[config.mk]
export PLATFORM = sky130hd
export DESIGN_NAME = fetch_execute_core
export DESIGN_NICKNAME = d
export VERILOG_FILES = /design/src/hw/fetch_execute_core.v
export VERILOG_INCLUDE_DIRS = /design/src /design/src/pkg
export SDC_FILE = /design/constraint.sdc
export NUM_CORES = 1
export LEC_CHECK = 0
export ABC_AREA = 1
export BUFFER_PORTS_ARGS = -buffer_cell sky130_fd_sc_hd__buf_2
export CORE_MARGIN = 1
export CORE_UTILIZATION = 50
export CTS_CLUSTER_SIZE = 40
export DETAILED_ROUTE_END_ITERATION = 8
export PLACE_DENSITY = 0.76
export REMOVE_ABC_BUFFERS = 1
export SLEW_MARGIN = 20
export SYNTH_ARGS = -nofsm -noshare
export SYNTH_HDL_FRONTEND = slang
export SYNTH_SLANG_ARGS = --single-unit
[constraint.sdc]
create_clock -name sys_clk_in -period 7.2 [get_ports sys_clk_in]
set_input_delay 0.36 -clock sys_clk_in [delete_from_list [all_inputs] [get_ports sys_clk_in]]
set_output_delay 0.36 -clock sys_clk_in [all_outputs]
set_load 0.03 [all_outputs]
[src/pkg/fetch_core_regs.vh]
// Constants for the two-stage fetch/execute sequencing core
`ifndef FETCH_CORE_REGS_VH
`define FETCH_CORE_REGS_VH

// Phase counter codes, one instruction cycle is four oscillator edges
`define PHASE_ONE_CODE     2'h0
`define PHASE_TWO_CODE     2'h1
`define PHASE_THREE_CODE   2'h2
`define PHASE_FOUR_CODE    2'h3

// Widths
`define INSTR_WIDTH        14
`define DATA_WIDTH         8
`define PC_WIDTH           13
`define DADDR_WIDTH        9

// Reset values
`define PC_RESET           13'h0000
`define NOP_WORD           14'h0000

// Instruction class decode (top bits of the word, or the whole word)
`define OPC_TOP_JUMP       3'h5
`define OPC_TOP_CALL       3'h4
`define OPC_TOP_FILE       2'h0
`define OPC_SLEEP          14'h0063
`define OPC_WDT_CLEAR      14'h0064
`define OPC_RETURN         14'h0008

// Special register address of the program counter low byte
`define PCL_ADDR           7'h02
// Indirect-address marker and pointer register address
`define INDF_ADDR          7'h00
`define FSR_ADDR           7'h04

`endif

[src/hw/fetch_execute_core.v]
// Two-stage fetch/execute sequencing core with phase generator
// Behaviour
// RULE_01 - Divide oscillator by four into four non-overlapping phase strobes.
// RULE_02 - Program counter increments in phase one, starting next fetch.
// RULE_03 - Fetched word captured into holding register in phase four.
// RULE_04 - Held instruction decoded and executed in phases two to four.
// RULE_05 - Data operand read in phase two, result written in phase four.
// RULE_06 - Fetch overlaps execute; one instruction completes per cycle.
// RULE_07 - Each instruction is one 14-bit word fetched in one cycle.
// RULE_08 - Data path is 8 bits, separate from the instruction path.
// RULE_09 - Data memory accessed on own bus while program fetch proceeds.
// RULE_10 - Program-counter-changing instructions take two instruction cycles.
// RULE_11 - Word fetched behind a branch is flushed and runs as no-op.
// RULE_12 - Call pushes return address on stack, then loads target.
// RULE_13 - After flush, target executes while target plus one is fetched.
// RULE_14 - Special registers incl. program counter mapped in data space. The counter is write-only here; reads of its address return data memory.
// RULE_15 - Sleep instruction places device into lowest power mode.
// RULE_16 - Watchdog clear instruction restarts the watchdog counter.
// RULE_17 - After reset the first execute cycle is a no-op.
`timescale 1ns/1ps
`default_nettype none
`include "fetch_core_regs.vh"

module fetch_execute_core #(
  parameter STACK_DEPTH = 8,
  parameter STACK_AW    = 3
) (
  // Clock and reset
  input  wire                        sys_clk_in,
  input  wire                        sys_rst_in,
  // Program memory bus
  input  wire [`INSTR_WIDTH-1:0]     prog_data_in,
  output reg  [`PC_WIDTH-1:0]        prog_addr_out,
  // Data memory bus
  input  wire [`DATA_WIDTH-1:0]      data_rd_in,
  output reg  [`DADDR_WIDTH-1:0]     data_addr_out,
  output reg                         data_rd_en_out,
  output reg  [`DATA_WIDTH-1:0]      data_wr_out,
  output reg                         data_wr_en_out,
  // Phase strobes
  output reg                         phase_one_out,
  output reg                         phase_two_out,
  output reg                         phase_three_out,
  output reg                         phase_four_out,
  // Power and watchdog control
  input  wire                        wake_in,
  output reg                         sleep_out,
  output reg                         watchdog_clear_out,
  output reg                         flush_out
);

  // Phase state, codes are the phase numbers minus one
  localparam [1:0] PH1 = `PHASE_ONE_CODE;
  localparam [1:0] PH2 = `PHASE_TWO_CODE;
  localparam [1:0] PH3 = `PHASE_THREE_CODE;
  localparam [1:0] PH4 = `PHASE_FOUR_CODE;

  reg  [1:0]               phase_q;
  reg  [`PC_WIDTH-1:0]     pc_q;
  reg  [`INSTR_WIDTH-1:0]  instruction_holding_register_q;
  reg                      flush_q;
  reg                      exec_valid_q;
  reg  [`DATA_WIDTH-1:0]   wreg_q;
  reg  [`DATA_WIDTH-1:0]   operand_q;
  reg  [`DATA_WIDTH-1:0]   fsr_q;
  reg                      sleep_q;
  reg  [`PC_WIDTH-1:0]     stack_q [0:STACK_DEPTH-1];
  reg  [STACK_AW-1:0]      sp_q;
  reg  [1:0]               wake_sync_q;
  integer                  i;

  // Timing of one instruction cycle, counted in oscillator edges.
  // Edge names below use the phase held just before the edge.
  //
  // Edge in phase one:
  //   Counter steps forward by one.
  //   Fetch address latched from the old count, so the word
  //   fetched is the one the counter pointed at, not the next.
  //   Phase one strobe rises on this edge, one edge late.
  //
  // Edge in phase two:
  //   Operand address and read strobe launched for file ops.
  //   Read strobe therefore stands during phase three.
  //
  // Edge in phase three:
  //   Operand byte taken from the data bus.
  //   Memory must answer combinationally within that cycle.
  //
  // Edge in phase four:
  //   Result or moved byte launched with the write strobe.
  //   Write strobe therefore stands during the next phase one.
  //   Fetched word taken into the holding register.
  //   Branch, call and return retire and set the flush flag.
  //
  // Fetch address stands for the whole instruction cycle,
  // giving program memory three edges to settle its word.
  //
  // Flush handling:
  //   The word behind a branch is loaded as usual, then
  //   ignored by the decode through the run qualifier.
  //   Flushed cycles never touch data memory and never
  //   raise the sleep or watchdog clear strobes.
  //
  // Call handling:
  //   The fetch address at retirement is the word right
  //   after the call, which is exactly the return address.
  //   Using the counter instead would skip one word.
  //
  // Stack limitation:
  //   No overflow or underflow detection; the pointer wraps
  //   silently, as on the original style of core.
  //   Software must keep nesting within the stack depth.
  //
  // Sleep handling:
  //   All phase logic freezes, strobes drop, the fetch
  //   address holds. Only the wake synchroniser keeps
  //   running, since it is the sole way back out.
  //   A word captured on the sleep edge runs after wake.
  //
  // Reset handling:
  //   Holding register is a no-op and the run qualifier is
  //   low, so the first execute cycle does nothing while
  //   the word at address zero is fetched.
  //
  // Indirect access:
  //   File address zero reads through the pointer register.
  //   The pointer is updated when written as a destination.
  //
  // Trade-off:
  //   Outputs are registered, so every strobe appears one
  //   edge after the phase that launches it; the far side
  //   sees clean levels at the cost of that edge.

  // Address of the file operand: direct, or indirect through the pointer register at address zero
  function [`DADDR_WIDTH-1:0] file_addr;
    input [`INSTR_WIDTH-1:0] w;
    input [`DATA_WIDTH-1:0]  ptr;
    begin
      if (w[6:0] == `INDF_ADDR) begin
        file_addr = {1'b0, ptr};
      end else begin
        file_addr = {2'b00, w[6:0]};
      end
    end
  endfunction

  wire [`INSTR_WIDTH-1:0] ir = instruction_holding_register_q;
  wire run = exec_valid_q & ~flush_q;
  wire is_jump = run & (ir[13:11] == `OPC_TOP_JUMP);
  wire is_call = run & (ir[13:11] == `OPC_TOP_CALL);
  wire is_ret  = run & (ir == `OPC_RETURN);
  wire is_file = run & (ir[13:12] == `OPC_TOP_FILE) & (ir[11:8] != 4'h0);
  wire is_mov  = run & (ir[13:7] == 7'h01);
  wire is_sleep = run & (ir == `OPC_SLEEP);
  wire is_wdt   = run & (ir == `OPC_WDT_CLEAR);
  // Writing the program counter low byte is a branch as well
  wire pcl_dest = (is_file & ir[7] | is_mov) & (ir[6:0] == `PCL_ADDR);
  wire branch = is_jump | is_call | is_ret | pcl_dest;
  wire [`DADDR_WIDTH-1:0] daddr = file_addr(ir, fsr_q);

  // Result of a file operation, small subset of the datapath
  reg [`DATA_WIDTH-1:0] result;
  always @* begin
    case (ir[11:8])
      4'h7:    result = operand_q + wreg_q;
      4'h5:    result = operand_q & wreg_q;
      4'h4:    result = operand_q | wreg_q;
      4'h6:    result = operand_q ^ wreg_q;
      4'hA:    result = operand_q + 8'h01;
      4'h3:    result = operand_q - 8'h01;
      default: result = operand_q;
    endcase
  end

  // Wake pin is asynchronous, two flops before use
  always @(posedge sys_clk_in or posedge sys_rst_in) begin
    if (sys_rst_in) begin
      wake_sync_q <= 2'h0;
    end else begin
      wake_sync_q <= {wake_sync_q[0], wake_in};
    end
  end

  // RULE_01 phase divider
  // Phases stop while asleep: that is the low power state
  always @(posedge sys_clk_in or posedge sys_rst_in) begin
    if (sys_rst_in) begin
      phase_q <= PH1;
    end else if (!sleep_q) begin
      case (phase_q)
        PH1:     phase_q <= PH2;
        PH2:     phase_q <= PH3;
        PH3:     phase_q <= PH4;
        default: phase_q <= PH1;
      endcase
    end
  end

  // Registered phase strobes, never overlapping, one-hot except all low in reset and sleep
  always @(posedge sys_clk_in or posedge sys_rst_in) begin
    if (sys_rst_in) begin
      phase_one_out   <= 1'b0;
      phase_two_out   <= 1'b0;
      phase_three_out <= 1'b0;
      phase_four_out  <= 1'b0;
    end else begin
      phase_one_out   <= ~sleep_q & (phase_q == PH1);
      phase_two_out   <= ~sleep_q & (phase_q == PH2);
      phase_three_out <= ~sleep_q & (phase_q == PH3);
      phase_four_out  <= ~sleep_q & (phase_q == PH4);
    end
  end

  // Program counter, stack and flush control
  always @(posedge sys_clk_in or posedge sys_rst_in) begin
    if (sys_rst_in) begin
      pc_q    <= `PC_RESET;
      sp_q    <= {STACK_AW{1'b0}};
      flush_q <= 1'b0;
      for (i = 0; i < STACK_DEPTH; i = i + 1) begin
        stack_q[i] <= `PC_RESET;
      end
    end else if (!sleep_q) begin
      // RULE_02 increment in phase one
      if (phase_q == PH1) begin
        pc_q <= pc_q + 1'b1;
      end
      // RULE_10 branch retires in phase four
      if (phase_q == PH4) begin
        // RULE_11 flag next executed word as no-op
        flush_q <= branch;
        if (is_call) begin
          // RULE_12 push follow-on address, then load target
          stack_q[sp_q] <= prog_addr_out;
          sp_q          <= sp_q + 1'b1;
          pc_q          <= {pc_q[12:11], ir[10:0]};
        end else if (is_jump) begin
          pc_q <= {pc_q[12:11], ir[10:0]};
        end else if (is_ret) begin
          pc_q <= stack_q[sp_q - 1'b1];
          sp_q <= sp_q - 1'b1;
        end else if (pcl_dest) begin
          // RULE_14 program counter reachable as data
          pc_q <= {pc_q[12:8], result};
        end
      end
    end
  end

  // RULE_07 whole 14-bit word fetched
  always @(posedge sys_clk_in or posedge sys_rst_in) begin
    if (sys_rst_in) begin
      instruction_holding_register_q <= `NOP_WORD;
      exec_valid_q                   <= 1'b0;
      prog_addr_out                  <= `PC_RESET;
    end else if (!sleep_q) begin
      // Fetch address taken before the increment lands
      if (phase_q == PH1) begin
        prog_addr_out <= pc_q;
      end
      // RULE_03 capture in phase four
      // RULE_06 this fetch overlaps current execute
      if (phase_q == PH4) begin
        instruction_holding_register_q <= prog_data_in;
        // RULE_17 first cycle after reset executes nothing
        exec_valid_q <= 1'b1;
      end
    end
  end

  // RULE_04 execute phases two to four
  // RULE_05 operand read phase two, write phase four
  // RULE_09 data bus runs beside program fetch
  always @(posedge sys_clk_in or posedge sys_rst_in) begin
    if (sys_rst_in) begin
      data_addr_out  <= {`DADDR_WIDTH{1'b0}};
      data_rd_en_out <= 1'b0;
      data_wr_en_out <= 1'b0;
      data_wr_out    <= {`DATA_WIDTH{1'b0}};
      operand_q      <= {`DATA_WIDTH{1'b0}};
      wreg_q         <= {`DATA_WIDTH{1'b0}};
      fsr_q          <= {`DATA_WIDTH{1'b0}};
    end else begin
      data_rd_en_out <= 1'b0;
      data_wr_en_out <= 1'b0;
      if (!sleep_q) begin
        case (phase_q)
          PH2: begin
            // RULE_08 8-bit operand bus
            // RULE_14 direct or indirect address
            if (is_file) begin
              data_addr_out  <= daddr;
              data_rd_en_out <= 1'b1;
            end
          end
          PH3: begin
            operand_q <= data_rd_in;
          end
          PH4: begin
            if (is_mov) begin
              data_addr_out  <= daddr;
              data_wr_out    <= wreg_q;
              data_wr_en_out <= 1'b1;
              if (ir[6:0] == `FSR_ADDR) begin
                fsr_q <= wreg_q;
              end
            end else if (is_file & ir[7]) begin
              data_addr_out  <= daddr;
              data_wr_out    <= result;
              data_wr_en_out <= 1'b1;
              if (ir[6:0] == `FSR_ADDR) begin
                fsr_q <= result;
              end
            end else if (is_file) begin
              wreg_q <= result;
            end
          end
          default: begin
            data_rd_en_out <= 1'b0;
          end
        endcase
      end
    end
  end

  // RULE_15 sleep and RULE_16 watchdog clear strobes
  // Wake acts only while asleep; a wake pulse that ends before the sleep set is lost
  always @(posedge sys_clk_in or posedge sys_rst_in) begin
    if (sys_rst_in) begin
      sleep_q            <= 1'b0;
      sleep_out          <= 1'b0;
      watchdog_clear_out <= 1'b0;
      flush_out          <= 1'b0;
    end else begin
      watchdog_clear_out <= ~sleep_q & is_wdt & (phase_q == PH4);
      flush_out          <= ~sleep_q & flush_q & exec_valid_q;
      if (sleep_q & wake_sync_q[1]) begin
        sleep_q   <= 1'b0;
        sleep_out <= 1'b0;
      end else if (~sleep_q & is_sleep & (phase_q == PH4)) begin
        sleep_q   <= 1'b1;
        sleep_out <= 1'b1;
      end
    end
  end

endmodule // fetch_execute_core
`default_nettype wire

==> results.yml <==
routing:
  drcViolationCount: 0
  route.antenna.remaining_nets: 0
  wl_um: 27600
  vias_per_cell: 5.64
  vias: 8988
  first_pass_iters: 6
  drtIter0Drc: 804
  wl_per_cell_um: 17.3
grt:
  grt_max_degree: 142
  antenna_found_initial: 0
  grt_pass1_vias: 8568
  grt_pass1_wl_um: 45200
  grt_overflow_total: 0
  grt_use_total_pct: 26.4
yosys:
  syn_area_per_cell_um2: 8.22
  synth_edf_count: 0
  synth-seq-area-share_pct: 48.5
  yosysMostFrequentCell: "nand2_1"
  synth_seq_cells: 202
  synth_common_cells: "328 x nand2_1, 202 x dfrtp_1, 139 x o21ai_0"
  syn_inst: 1269
  synth_cell_types: 44
  synth_flop_cell: "dfrtp_1"
  netlist_area_mm2: 0.0104
  synth_warnings: 0
  netlist_top_cells_area: "dfrtp_1 48%, nand2_1 12%, o21ai_0 6.7%"
  synth_top_area_share_pct: 48.5
  synth_area_leader_cell: "dfrtp_1"
  async_reset_ff_share_pct: 100
finish:
  drive_gt1_share_pct: 10.8
  fin_util_pct: 56.8
  diodes: 0
  syn_to_final_growth_pct: 10.9
  nets: 1371
sta:
  slew_headroom_pct: 31.8
  setup_viol: 0
  setup_tns_ps: 0
  post-route-min-period_ps: 3440
  drv_slew: 0
  hold_viol: 0
  rsz0062_at_grt: "no"
  fin_crit_sh_pct: 47.8
  tightest_slew_ps: 1020
  clock.fmax_ghz: 0.290
  clock_skew_ps: 10.9
die:
  pin_count: 64
  coreArea_mm2: 0.0204
  dieHeight_um: 146
  fp.dieArea_mm2: 0.0214
  std_cell_rows: 52
  die_w_um: 146
  initial_core_util_pct: 51.2
critical_path:
  crit_path_max_incr_delay_ps: 830
  cp-start-kind: "flop"
  worstPathMaxFanout: 55
  criticalPathCategory: "reg -> reg"
  required_ps: 7590
  cp_slowest_cell: "ha_1"
  cp-end-kind: "flop"
  cp.arrival_ps: 3830
  cp_cell_sequence: "buf_4 > inv_2 > ha_1 > inv_1 > o21ai_0 > o22ai_1 > o21ai_0 > a21oi_1 > a21oi_1 > nor2_1"
clock_network:
  insertion_delay_ps: 510
  cts_inserted_buffers: 22
  cts.path.max_buffers: 3
  cts_tree: "yes"
  htree_num_levels: 1
  holdBufCountCts: 1
  postCtsResizedCells: 0
  clk_root_buffer_cell: "clkbuf_16"
  post-cts-setup-buffers: 0
  path_clk_slew_ps: 60
  cts_sinks: 202
power:
  power.density_mw_per_mm2: 481
  ir_drop_mv: 0.204
  p_leak_uw: 0.00561
place:
  gp_routability_congestion: 0.902
  portBuffers: 62
  dp_hpwl_um: 18200
hold_path:
  hp-class: "in -> reg"
job:
  cap_violations: 0
outcome:
  status: "completed"
## power breakdown
group	switching [uW]	leakage [uW]	internal (uW)
Clock	442	0.000358	732
Combinational	1820	0.00259	810
Sequential	280	0.00267	1480
## layer usage
layer / global-route usage [%] / wire length [um] / vias to the layer above
li1: - / - / 4275
met4: 11.1 / 957 / 0
met5: 0 / 0 / -
met3: 3.31 / 1820 / 64
met2: 40.4 / 12400 / 356
met1: 37.8 / 12400 / 4293
## critical path, delay by kind of cell (launching register included)
kind	cells	cell delay (ps)
DFF	1	320
adders and majority gates	1	830
and+or+nand+nor	1	50
buffers and inverters	3	1180
AOI/OAI and AO/OA	5	920
## kinds of logic (layout without fill, tap and decap cells)
| logic type | after synthesis | after routing | share of synthesized area (%) |
|---|---|---|---|
| other | 1 | 1 | 0.0359 |
| AO/OA/AOI/OAI | 332 | 332 | 17.3 |
| adder cells (fa/ha/maj) | 34 | 34 | 4.15 |
| buffers and inverters | 167 | 221 | 7.34 |
| flip-flops | 202 | 202 | 48.5 |
| AND/OR/NAND/NOR | 516 | 516 | 21.3 |
| XOR/XNOR | 17 | 17 | 1.43 |
## placed cells by master (no fill, tap or decap), types with 13 or more instances in the layout
cell / Yosys / final
ha_1: 33 / 33
a21oi_1: 33 / 33
nor2_1: 92 / 89
clkbuf_16: 0 / 23
nand3_1: 48 / 48
inv_1: 101 / 100
dfrtp_1: 202 / 202
o21ai_1: 109 / 109
buf_2: 8 / 62
nand2_1: 328 / 328
inv_2: 13 / 13
o21ai_0: 139 / 139
## flip-flops by register name (all words and copies together) (netlist names)
signal	cells
exec_valid_q	1
data_wr_out	8
fsr_q	8
data_addr_out	8
prog_addr_out	13
phase_one_out	1
wreg_q	8
data_rd_en_out	1
phase_three_out	1
phase_q	2
phase_two_out	1
instruction_holding_register_q	14
flush_q	1
stack_q	104
flush_out	1
pc_q	13
sleep_out	1
watchdog_clear_out	1
phase_four_out	1
data_wr_en_out	1
operand_q	8
sp_q	3
wake_sync_q	2
## cell type report
type	instances	area [um^2]
Inverter	116	443
Fill cell	1777	8800
Clock inverter	5	125
Tap cell	270	338
Timing Repair Buffer	70	373
Clock buffer	30	612
Sequential cell	202	5050
Multi-Input combinational cell	900	4620
## metrics by stage
stage	setup WS, ps	power (uW)	hold WS [ps]	area [um^2]	std cells
global placement	3970	4260	335	10800	1557
detailed placement	3860	4340	339	10800	1557
finish	3760	5560	60.9	11600	1593
global route	3420	5980	63.1	11600	1593
CTS	3800	5540	51.8	11600	1593
floorplan	1330	3570	331	10100	1218
## worst paths after layout
check                                    start             end  slack, ps  cells after the start
worst max-delay path                   sp_q[0]         pc_q[2]       3760                     10
worst min-delay path             data_rd_in[0]    operand_q[0]         60                      3
worst max register to register         sp_q[0]         pc_q[2]       3760                     10
worst min register to register  wake_sync_q[0]  wake_sync_q[1]        360                      0
max in group asynchronous           sys_rst_in    operand_q[4]       5740                      3
min in group asynchronous           sys_rst_in     stack_q[67]         80                      2
Note: power is estimated with default switching activity, not from simulation.
